### src/lpw_pkg.sv
`default_nettype none
// Overview of operation
// - Deep-sleep returns to normal-high on controller interrupt, timer interrupt or decrementer exception
// - PLL stays disabled during deep-sleep and restarts only on wake-up
// - Deep-sleep wake-up completes within 500 PLL input clocks in normal PLL mode
// - In one-to-one PLL mode deep-sleep wake-up completes within 100 input clocks
// - Power-down is left only by hard reset, never by an interrupt
// - Any enabled timer or decrementer interrupt sets the timer expiry status
// - Hard reset with status clear sets status, drives pin, exits power-down
// - Status clears only on a software write of one; zero writes do nothing
// - Enabled alarm matches or counts reaching zero drive the expiry pin
// - Writing one to the status negates the expiry pin
// - Core runs only in normal-high and normal-low; halted in every other mode
// - Normal-high to normal-low only when no asynchronous wake condition is pending
// - Mode 11 enters deep-sleep if status set, else power-down; only from enabled normal
package lpw_pkg;
  // ----------------------------------------
  // Register map
  // ----------------------------------------
  localparam logic [3:0] ADDR_CTRL = 4'h0;
  localparam logic [3:0] ADDR_STATUS = 4'h4;
  localparam logic [3:0] ADDR_MASK = 4'h8;
  localparam logic [3:0] ADDR_STATE = 4'hC;
  // Control fields
  localparam int CTRL_MODE_LSB = 0;
  localparam int CTRL_GEAR_BIT = 2;
  localparam int CTRL_POW_BIT = 3;
  localparam int CTRL_ONE2ONE_BIT = 4;
  localparam int CTRL_TIMER_EXPIRY_PIN_EN_BIT = 5;
  // Status and mask fields
  localparam int ST_TIMER_EXPIRY_PIN_BIT = 0;
  localparam int ST_WAKE_BIT = 1;
  localparam int ST_BITS = 2;
  localparam logic [1:0] MODE_NORMAL = 2'h0;
  localparam logic [1:0] MODE_DOZE = 2'h1;
  localparam logic [1:0] MODE_SLEEP = 2'h2;
  localparam logic [1:0] MODE_DEEP = 2'h3;
  localparam logic [7:0] CTRL_RESET = 8'h00;
  localparam logic [1:0] MASK_RESET = 2'h0;
  // ----------------------------------------
  // Timing
  // ----------------------------------------
  localparam int CLK_HZ = 20000000;
  localparam int WAKE_CYCLES_PLL = 500;
  localparam int WAKE_CYCLES_1TO1 = 100;
  // ----------------------------------------
  // Types
  // ----------------------------------------
  typedef enum logic [5:0] {
    ST_NORMAL_HIGH = 6'b00_0001,
    ST_NORMAL_LOW = 6'b00_0010,
    ST_DOZE = 6'b00_0100,
    ST_SLEEP = 6'b00_1000,
    ST_DEEP_SLEEP = 6'b01_0000,
    ST_POWER_DOWN = 6'b10_0000
  } pmode_e;
  typedef struct packed {
    logic ctrl_irq;
    logic rtc_match;
    logic tb_match;
    logic pit_zero;
    logic dec_zero;
  } wake_src_s;
endpackage
`default_nettype wire

### src/low_power_wakeup_control.sv
`default_nettype none
module low_power_wakeup_control #(
  parameter int WAKE_PLL = lpw_pkg::WAKE_CYCLES_PLL,
  parameter int WAKE_1TO1 = lpw_pkg::WAKE_CYCLES_1TO1
) (
  input wire logic core_clk,
  input wire logic nrst,
  input wire logic [3:0] addr,
  input wire logic [7:0] wdata,
  input wire logic wr,
  input wire logic rd,
  output logic [7:0] rdata,
  input wire lpw_pkg::wake_src_s wake_src,
  input wire logic hard_reset_in,
  output logic timer_expiry_pin,
  output logic pll_enable,
  output logic core_run,
  output logic clk_gear_low,
  output logic irq
);
  // ----------------------------------------
  // Input synchronisation
  // ----------------------------------------
  logic [5:0] sync_q;
  lpw_sync #(.WIDTH(6)) u_sync (
    .core_clk(core_clk),
    .nrst(nrst),
    .d({hard_reset_in, wake_src}),
    .q(sync_q)
  );
  wire hard_reset_in_s = sync_q[5];
  wire ctrl_irq_s = sync_q[4];
  wire timer_evt = |sync_q[3:0];

  // ----------------------------------------
  // Registers
  // ----------------------------------------
  logic [7:0] ctrl;
  logic [1:0] status;
  logic [1:0] mask;
  logic hard_reset_in_d;
  logic [9:0] wake_cnt;
  lpw_pkg::pmode_e state;
  lpw_pkg::pmode_e next_state;

  wire wr_ctrl = wr && addr == lpw_pkg::ADDR_CTRL;
  wire wr_status = wr && addr == lpw_pkg::ADDR_STATUS;
  wire wr_mask = wr && addr == lpw_pkg::ADDR_MASK;
  wire timer_expiry_pin_en = ctrl[lpw_pkg::CTRL_TIMER_EXPIRY_PIN_EN_BIT];
  wire pow_en = ctrl[lpw_pkg::CTRL_POW_BIT];
  wire one2one = ctrl[lpw_pkg::CTRL_ONE2ONE_BIT];
  wire timer_expiry_status = status[lpw_pkg::ST_TIMER_EXPIRY_PIN_BIT];
  wire hard_reset_in_rise = hard_reset_in_s && !hard_reset_in_d;
  wire timer_set = timer_expiry_pin_en && timer_evt;
  wire timer_expiry_pin_set = timer_set || (hard_reset_in_rise && !timer_expiry_status);
  wire timer_expiry_pin_clr = wr_status && wdata[lpw_pkg::ST_TIMER_EXPIRY_PIN_BIT];
  wire wake_set = ctrl_irq_s || timer_set;
  wire wake_clr = wr_status && wdata[lpw_pkg::ST_WAKE_BIT];
  // A set timer expiry status bit counts as a pending wake condition until cleared
  wire wake_pending = ctrl_irq_s || timer_set || timer_expiry_status;
  wire is_normal = state == lpw_pkg::ST_NORMAL_HIGH || state == lpw_pkg::ST_NORMAL_LOW;
  wire mode_req = wr_ctrl && pow_en && is_normal;
  wire [1:0] req_mode = wdata[lpw_pkg::CTRL_MODE_LSB +: 2];
  wire [9:0] wake_limit = one2one ? 10'(WAKE_1TO1) : 10'(WAKE_PLL);
  wire wake_done = wake_cnt >= wake_limit - 10'h001;
  // Both status bits are gated by mask
  wire next_irq = |(status & mask);

  always_ff @(posedge core_clk or negedge nrst) begin
    if (!nrst) begin
      ctrl <= lpw_pkg::CTRL_RESET;
      mask <= lpw_pkg::MASK_RESET;
    end else begin
      if (wr_ctrl) begin
        // Mode bits cannot be changed outside a normal mode
        ctrl <= is_normal ? wdata : {wdata[7:2], ctrl[1:0]};
      end else if (state == lpw_pkg::ST_NORMAL_HIGH && wake_pending) begin
        ctrl[lpw_pkg::CTRL_MODE_LSB +: 2] <= lpw_pkg::MODE_NORMAL;
      end
      if (wr_mask) begin
        mask <= wdata[1:0];
      end
    end
  end

  // Set wins over a clear in the same cycle
  always_ff @(posedge core_clk or negedge nrst) begin
    if (!nrst) begin
      status <= '0;
      hard_reset_in_d <= 1'b0;
    end else begin
      hard_reset_in_d <= hard_reset_in_s;
      status[lpw_pkg::ST_TIMER_EXPIRY_PIN_BIT] <= timer_expiry_pin_set || (timer_expiry_status && !timer_expiry_pin_clr);
      status[lpw_pkg::ST_WAKE_BIT] <= wake_set || (status[lpw_pkg::ST_WAKE_BIT] && !wake_clr);
    end
  end

  // ----------------------------------------
  // Power mode sequencer
  // ----------------------------------------
  always_comb begin
    next_state = state;
    case (state)
      lpw_pkg::ST_NORMAL_HIGH: begin
        if (mode_req && req_mode == lpw_pkg::MODE_DEEP) begin
          next_state = timer_expiry_status ? lpw_pkg::ST_DEEP_SLEEP : lpw_pkg::ST_POWER_DOWN;
        end else if (mode_req && req_mode == lpw_pkg::MODE_SLEEP) begin
          next_state = lpw_pkg::ST_SLEEP;
        end else if (mode_req && req_mode == lpw_pkg::MODE_DOZE) begin
          next_state = lpw_pkg::ST_DOZE;
        end else if (ctrl[lpw_pkg::CTRL_GEAR_BIT] && pow_en && !wake_pending) begin
          next_state = lpw_pkg::ST_NORMAL_LOW;
        end
      end
      lpw_pkg::ST_NORMAL_LOW: begin
        if (mode_req && req_mode == lpw_pkg::MODE_DEEP) begin
          next_state = timer_expiry_status ? lpw_pkg::ST_DEEP_SLEEP : lpw_pkg::ST_POWER_DOWN;
        end else if (mode_req && req_mode == lpw_pkg::MODE_SLEEP) begin
          next_state = lpw_pkg::ST_SLEEP;
        end else if (mode_req && req_mode == lpw_pkg::MODE_DOZE) begin
          next_state = lpw_pkg::ST_DOZE;
        end else if (ctrl_irq_s || !pow_en || !ctrl[lpw_pkg::CTRL_GEAR_BIT]) begin
          next_state = lpw_pkg::ST_NORMAL_HIGH;
        end
      end
      lpw_pkg::ST_DOZE, lpw_pkg::ST_SLEEP: begin
        if (wake_pending) begin
          next_state = lpw_pkg::ST_NORMAL_HIGH;
        end
      end
      lpw_pkg::ST_DEEP_SLEEP: begin
        // PLL relock period counted by wake_cnt before leaving
        if (wake_done && wake_cnt != 10'h000) begin
          next_state = lpw_pkg::ST_NORMAL_HIGH;
        end
      end
      lpw_pkg::ST_POWER_DOWN: begin
        if (hard_reset_in_rise) begin
          next_state = lpw_pkg::ST_NORMAL_HIGH;
        end
      end
      default: next_state = lpw_pkg::ST_NORMAL_HIGH;
    endcase
  end

  // Wake counter runs only after a wake event in deep-sleep
  logic waking;
  always_ff @(posedge core_clk or negedge nrst) begin
    if (!nrst) begin
      waking <= 1'b0;
      wake_cnt <= '0;
    end else if (state != lpw_pkg::ST_DEEP_SLEEP) begin
      waking <= 1'b0;
      wake_cnt <= '0;
    end else if (waking || (wake_pending && (ctrl_irq_s || timer_evt))) begin
      waking <= 1'b1;
      wake_cnt <= wake_cnt + 10'h001;
    end
  end

  always_ff @(posedge core_clk or negedge nrst) begin
    if (!nrst) begin
      state <= lpw_pkg::ST_NORMAL_HIGH;
    end else begin
      state <= next_state;
    end
  end

  // ----------------------------------------
  // Outputs
  // ----------------------------------------
  wire next_pll = !((next_state == lpw_pkg::ST_DEEP_SLEEP && !waking && !(ctrl_irq_s || timer_evt))
                    || next_state == lpw_pkg::ST_POWER_DOWN);
  wire next_run = next_state == lpw_pkg::ST_NORMAL_HIGH || next_state == lpw_pkg::ST_NORMAL_LOW;
  wire next_pin = timer_expiry_pin_set || (timer_expiry_pin && !timer_expiry_pin_clr);
  logic [7:0] next_rdata;
  always_comb begin
    case (addr)
      lpw_pkg::ADDR_CTRL: next_rdata = ctrl;
      lpw_pkg::ADDR_STATUS: next_rdata = {6'h00, status};
      lpw_pkg::ADDR_MASK: next_rdata = {6'h00, mask};
      lpw_pkg::ADDR_STATE: next_rdata = {2'h0, state};
      default: next_rdata = 8'h00;
    endcase
  end

  always_ff @(posedge core_clk or negedge nrst) begin
    if (!nrst) begin
      rdata <= 8'h00;
      timer_expiry_pin <= 1'b0;
      pll_enable <= 1'b1;
      core_run <= 1'b1;
      clk_gear_low <= 1'b0;
      irq <= 1'b0;
    end else begin
      rdata <= rd ? next_rdata : 8'h00;
      timer_expiry_pin <= next_pin;
      pll_enable <= next_pll;
      core_run <= next_run;
      clk_gear_low <= next_state == lpw_pkg::ST_NORMAL_LOW;
      irq <= next_irq;
    end
  end
endmodule
`default_nettype wire

### src/lpw_sync.sv
`default_nettype none
module lpw_sync #(
  parameter int WIDTH = 6
) (
  input wire logic core_clk,
  input wire logic nrst,
  input wire logic [WIDTH-1:0] d,
  output logic [WIDTH-1:0] q
);
  // First stage is read only by the second stage
  logic [WIDTH-1:0] meta;
  always_ff @(posedge core_clk or negedge nrst) begin
    if (!nrst) begin
      meta <= '0;
      q <= '0;
    end else begin
      meta <= d;
      q <= meta;
    end
  end
endmodule
`default_nettype wire
### config.mk
export PLATFORM = sky130hd
export DESIGN_NAME = low_power_wakeup_control
export DESIGN_NICKNAME = d
export VERILOG_FILES = /design/src/lpw_pkg.sv /design/src/low_power_wakeup_control.sv /design/src/lpw_sync.sv
export SDC_FILE = /design/constraint.sdc
export NUM_CORES = 1
export LEC_CHECK = 0
export CAP_MARGIN = 5
export CORE_ASPECT_RATIO = 0.75
export CORE_MARGIN = 3
export CORE_UTILIZATION = 40
export CTS_BUF_LIST = sky130_fd_sc_hd__clkbuf_4 sky130_fd_sc_hd__clkbuf_8
export DETAILED_ROUTE_END_ITERATION = 7
export DONT_BUFFER_PORTS = 1
export SETUP_SLACK_MARGIN = 0.1
export SLEW_MARGIN = 10
export SYNTH_ARGS = -nofsm -noshare
export SYNTH_HDL_FRONTEND = slang
export SYNTH_SLANG_ARGS = --single-unit
### constraint.sdc
create_clock -name core_clk -period 2.85 [get_ports core_clk]
set_input_delay 0.285 -clock core_clk [delete_from_list [all_inputs] [get_ports core_clk]]
set_output_delay 0.285 -clock core_clk [all_outputs]
set_load 0.05 [all_outputs]
# --- Word-level counts from Yosys, hierarchy flattened ---
# Index checks and enable logic that the tools add are counted.
word_totals:
  output_inout_bits: 13
  inputBits: 22
  wordCells: 115
  regBits: 55
classes:
  reduce_logical: 54
  bitwise: 1
  mux: 23
  n_addsub: 2
  magnitude_cmp: 1
  n_eq_ne: 18
op_table:
  columns: ["op", "count"]
  rows:
  - ["$mux W6", 12]
  - ["$pmux W8 S4", 1]
  - ["$pmux W6 S5", 1]
  - ["$logic_and A1 B1 Y1", 23]
  - ["$mux W10", 2]
  - ["$logic_or A1 B1 Y1", 13]
  - ["$eq A6 B1 Y1 const B", 2]
  - ["$eq A6 B2 Y1 const B", 2]
  - ["$eq A6 B5 Y1 const B", 2]
  - ["$eq A6 B6 Y1 const B", 2]
  - ["$add A10 B1 Y10 const B", 1]
  - ["$ge A10 B10 Y1", 1]
  - ["$logic_not A1 Y1", 10]
  - ["$reduce_bool A10 Y1", 1]
  - ["$sub A9 B1 Y10 const B", 1]
  - ["$mux W9", 1]
  - ["$eq A4 B4 Y1 const B", 2]
  - ["$mux W8", 1]
  - ["$eq A6 B3 Y1 const B", 1]
  - ["$eq A6 B4 Y1 const B", 1]
  - ["$mux W2", 3]
  - ["$ne A6 B5 Y1 const B", 1]
  - ["$eq A2 B2 Y1 const B", 2]
  - ["$eq A4 B3 Y1 const B", 1]
  - ["other kinds (9)", 12]

# --- Longest topological paths before layout ---
logic_depth:
  word_depth: 16
  mapped_depth: 7
  mapped_depth_nobuf: 6

# --- Hierarchy ---
# Synthesis repeated with hierarchy kept, for this count alone.
hier_totals:
  cells_unflattened: 226
  area_unflattened_um2: 2518.7
modules_own_cells:
  columns: ["module", "instances", "cells_each", "area_per_inst_um2"]
  rows:
  - ["low_power_wakeup_control", 1, 214, 2218.4]
  - ["lpw_sync", 1, 12, 300.3]

# --- Worst setup path before layout ---
# OpenSTA, ideal clock, no wires.
synth_path:
  path_kind: "reg2reg"
  startpoint: "register ctrl[4]"
  endpoint: "register core_run"
  path_slack_ns: 1.217
  arrival_time_ns: 1.545
  setup_time_ns: 0.088
  stages_incl_launch_ff: 7
  n_path_buf: 0
  required_ns: 2.762
  cell_sequence: "dfrtp_1 ha_1 a211oi_1 o41ai_1 nand3b_1 o211ai_1 or3_1"
synth_between:
  elab_chain_cells: 8
synth_lines:
  columns: ["item", "line", "text"]
  rows:
  - ["start: declaration", "low_power_wakeup_control.sv:38", "logic [7:0] ctrl;"]
  - ["start signal: assignment", "low_power_wakeup_control.sv:71", "ctrl <= lpw_pkg::CTRL_RESET;"]
  - ["start signal: assignment", "low_power_wakeup_control.sv:76", "ctrl <= is_normal ? wdata : {wdata[7:2], ctrl[1:0]};"]
  - ["start signal: indexed assignment", "low_power_wakeup_control.sv:78", "ctrl[lpw_pkg::CTRL_MODE_LSB +: 2] <= lpw_pkg::MODE_NORMAL;"]
  - ["$mux W9 *", "low_power_wakeup_control.sv:64", "wire [9:0] wake_limit = one2one ? 10'(WAKE_1TO1) : 10'(WAKE_PLL);"]
  - ["$sub A9 B1 Y10 *", "low_power_wakeup_control.sv:65", "wire wake_done = wake_cnt >= wake_limit - 10'h001;"]
  - ["$ge A10 B10 Y1 *", "low_power_wakeup_control.sv:65", null]
  - ["$logic_and A1 B1 Y1 *", "low_power_wakeup_control.sv:133", "if (wake_done && wake_cnt != 10'h000) begin"]
  - ["$mux W6 *", "low_power_wakeup_control.sv:133", null]
  - ["$pmux W6 S5 *", "low_power_wakeup_control.sv:103", "case (state)"]
  - ["$eq A6 B1 Y1 or $eq A6 B2 Y1 (tied branches)", "low_power_wakeup_control.sv:174", "wire next_run = next_state == lpw_pkg::ST_NORMAL_HIGH || next_state == lpw_pkg::ST_NORMAL_LOW;"]
  - ["$logic_or A1 B1 Y1 *", "low_power_wakeup_control.sv:174", null]
  - ["named net next_run", "low_power_wakeup_control.sv:174", null]
  - ["end signal: assignment", "low_power_wakeup_control.sv:199", "core_run <= next_run;"]
  - ["end: declaration", "low_power_wakeup_control.sv:17", "output logic core_run,"]
# Mark *: on every way through the listed nets, which the timed path passes. The rest lies on a longest branch.
# A chain may end at the register's enable or synchronous reset.

# --- Worst setup path after layout ---
layout_path:
  startpoint: "register state[0]"
  endpoint: "register core_run"
layout_between:
  elab_chain_cells: 10
layout_lines:
  columns: ["item", "line", "text"]
  rows:
  - ["start: declaration", "low_power_wakeup_control.sv:43", "lpw_pkg::pmode_e state;"]
  - ["start signal: assignment", "low_power_wakeup_control.sv:163", "state <= lpw_pkg::ST_NORMAL_HIGH;"]
  - ["start signal: assignment", "low_power_wakeup_control.sv:165", "state <= next_state;"]
  - ["$eq A6 B1 Y1 or $eq A6 B2 Y1 (tied branches)", "low_power_wakeup_control.sv:61, low_power_wakeup_control.sv:103", null]
  - ["$logic_or A1 B1 Y1", "low_power_wakeup_control.sv:61", "wire is_normal = state == lpw_pkg::ST_NORMAL_HIGH || state == lpw_pkg::ST_NORMAL_LOW;"]
  - ["$logic_and A1 B1 Y1", "low_power_wakeup_control.sv:62", "wire mode_req = wr_ctrl && pow_en && is_normal;"]
  - ["$logic_and A1 B1 Y1", "low_power_wakeup_control.sv:109, low_power_wakeup_control.sv:120", null]
  - ["$mux W6 (on tied branches)", "low_power_wakeup_control.sv:120, low_power_wakeup_control.sv:109", null]
  - ["$mux W6 (on tied branches)", "low_power_wakeup_control.sv:118, low_power_wakeup_control.sv:107", null]
  - ["$mux W6 (on tied branches)", "low_power_wakeup_control.sv:116, low_power_wakeup_control.sv:105", null]
  - ["$pmux W6 S5 *", "low_power_wakeup_control.sv:103", null]
  - ["$eq A6 B1 Y1 or $eq A6 B2 Y1 (tied branches)", "low_power_wakeup_control.sv:174", null]
  - ["$logic_or A1 B1 Y1 *", "low_power_wakeup_control.sv:174", null]
  - ["named net next_run", "low_power_wakeup_control.sv:174", null]
# Marked as above.

==> results.ini <==
[power_and_ir_drop]
power_mw=1.59
pwr-share-clk_pct=33.0
powerDensity_nw_per_um2=575
power_switching_uw=429
swShare_pct=26.9
leakage_nw=1.19
ir_drop_mv=0.296
p_int_mw=1.17
p_comb_share_pct=9.3
pwr-share-seq_pct=57.7

[floorplan]
fp.dieW_um=97.0
start_util_pct=42.0
fp.coreArea_um2=5920
die_area_um2=7200
die_y_um=74.3
row_count=24
io-pin-count=35

[synthesis]
synth_cell_types=46
synth_area_leaders=dfrtp_1 (52%), nand2_1 (5.6%), xor2_1 (3.5%), dfstp_2 (3.2%), nor2_1 (2.7%)
ys.flop_type=dfrtp_1
ys_ff_latch=55
netlist_area_um2=2480
ys_warn_count=0
syn-num-nets=259
synth.largest_area_cell=dfrtp_1
synth_compound_area_share_pct=10.5
syn_inst=232
synth_xor_xnor_area_share_pct=3.88
synth.area.mux_share_pct=1.81
yosys.area_share.simple_pct=23.1
synth-edff-count=0
syn_area_per_cell_um2=10.7
synth_adder_area_share_pct=2.52
async_flop_share_pct=100
synth_top_family_by_area=simple AND/OR/NAND/NOR gates
ys_seq_area_share_pct=55.5
synth_top_area_share_pct=52.4

[cts]
cts_buffers=5
cts_sinks=55
cts_setup_buffers=0
cts_tree=done
worstSkewPairLatency_ps=310
cts_max_level=2
root_buffer=clkbuf_8
clk_pin_slew_worst_paths_ps=100
clock_path_buffers=2

[drt]
antenna_left=0
drc=0
wl_mm=5.19
drt_iter0_drc=86
wl_per_cell_um=16.2
first_pass_iters=4
viasPerCell=5.44
vias=1742

[global_route]
track_usage_pct=15.5
overflow=0
grt_max_degree=56
antenna_found_initial=0
grt_pass1_vias=1711
grt_pass1_wl_mm=8.79

[setup_path]
rr_worst_depth=5
required_ps=3090
start_kind=flip-flop
worstPathMaxFanout=13
worstSetupPathType=reg -> reg
cp-end-kind=flip-flop
arrival_ps=2120

[timing]
setup_tns_ps=0
skew_ps=11.4
grt_setup_unrepaired=no
clock.fmax_ghz=0.532
worst-slew-pin-transition_ps=546
hold_viol_final=0
fin_crit_ps=1880
drv_slew=0
max_slew_margin_pct=63.1
setup_ws_ps=971
setup_viol=0
period_share_pct=65.9

[min_path]
hp-class=in -> reg
worstHoldPathCells=2

[place]
globalplace.congestion=0.827
pre_cts_slack_ps=980
dpl.hpwl_mm=3.64
placed_area_um2=2560
io_buffers=0

[finish]
antenna_cells=0
fin_util_pct=46.8
area_growth_pct=11.5
fillers=544
final_area_um2=2770
drive_gt1_share_pct=9.50
num-nets-final=268

[run_status]
status=complete, no violations

[flow_run]
drv_cap=0

-- per-layer routing --
layer	share of wire (%)	up-vias	wire length, um	global-route usage [%]
li1	-	832	-	-
met1	52	842	2700	23.0
met2	40	63	2100	21.7
met3	6.7	5	349	4.87
met4	0.87	0	45	4.67
met5	0	-	0	0
-- cells in the mapped netlist, types with 3 or more instances --
| cell type | n |
|---|---|
| a21oi_1 | 6 |
| o21ai_0 | 9 |
| inv_1 | 9 |
| a211o_1 | 4 |
| a211oi_1 | 3 |
| xor2_1 | 10 |
| nor3_1 | 5 |
| nand2_1 | 37 |
| nand2b_1 | 3 |
| and3_1 | 3 |
| dfstp_2 | 3 |
| nor4_1 | 3 |
| nand4_1 | 6 |
| buf_2 | 5 |
| nor2_1 | 18 |
| nand3b_1 | 4 |
| dfrtp_1 | 52 |
| and2_1 | 4 |
| nand3_1 | 11 |
| ha_1 | 5 |
-- layout by cell type (no fill, tap or decap), drive strengths merged, types with 4 or more instances in the layout --
cell,netlist,layout
o21ai,9,9
nor3,6,6
nand3,11,11
nand3b,4,4
ha,5,5
clkbuf,2,5
a211o,4,4
nand2,37,37
xor2,10,10
dlygate4sd3,0,7
dfrtp,52,52
nor2,19,19
inv,9,10
nand4,6,6
nor4,4,4
and2,4,4
a21oi,6,6
-- area by class of cell --
cell class	count	area [um2]	share of cell area, %
repair buffers	9	105	3.79
inverters	9	33.8	1.22
multi-input cells	161	1040	37.5
clock inverters	3	46.3	1.67
clock buffers	5	68.8	2.48
flip-flops and latches	55	1380	49.8
well taps	78	97.6	3.52
-- power by group through the flow --
| stage | Clock [mW] | Combinational [mW] | Sequential, mW |
|---|---|---|---|
| finish | 0.525 | 0.149 | 0.920 |
| global route | 0.579 | 0.173 | 0.927 |
| CTS | 0.546 | 0.150 | 0.920 |
| detailed placement | 0 | 0.121 | 0.935 |
| global placement | 0 | 0.120 | 0.935 |
| floorplan | 0 | 0.118 | 0.910 |
-- stage by stage --
step	instances	hold WS, ps
final	320	73.7
after global routing	320	59.9
after CTS	320	62.7
after detailed placement	304	-9.38
after global placement	304	-9.49
after floorplan	232	-10.6
-- kinds of logic (layout without fill, tap and decap cells) --
logic type / count (synthesis) / count (layout)
multiplexers: 2 / 2
adder cells (fa/ha/maj): 5 / 5
XOR/XNOR: 11 / 11
flip-flops: 55 / 55
AO/OA/AOI/OAI: 36 / 36
AND/OR/NAND/NOR: 107 / 107
buffers and inverters: 16 / 26
-- registers in the layout, indices dropped and copies added, names as in the netlist --
register,count
wake_cnt,10
pll_enable,1
core_run,1
u_sync.meta,6
irq,1
status,2
mask,2
ctrl,8
state,6
clk_gear_low,1
waking,1
u_sync.q,6
hard_reset_in_d,1
rdata,8
timer_expiry_pin,1
-- worst max-delay path, cell delays in order (launching register included) --
cell and delay [ps]:
dfstp_2 650, nor3_1 100, nand4_1 390, nand3b_1 180
o211ai_1 100, or3_1 390
-- timing repair --
| item | in CTS | in global routing |
|---|---|---|
| hold buffers | 8 | 0 |
| hold endpoints to repair | 61 | 0 |
| gates resized for setup | 0 | 0 |
-- path summary, 6_finish.rpt --
check	start	to	slack, ps
min reg2reg	u_sync.meta[3]$_DFF_PN0_	u_sync.q[3]$_DFF_PN0_	360
max	state[0]$_DFF_PN1_	core_run$_DFF_PN1_	970
min in group asynchronous	nrst	rdata[2]$_DFF_PN0_	500
max in group asynchronous	nrst	pll_enable$_DFF_PN1_	2060
max reg2reg	state[0]$_DFF_PN1_	core_run$_DFF_PN1_	970
min	wdata[3]	ctrl[3]$_DFFE_PN0N_	70
(Power assumes the default switching activity.)
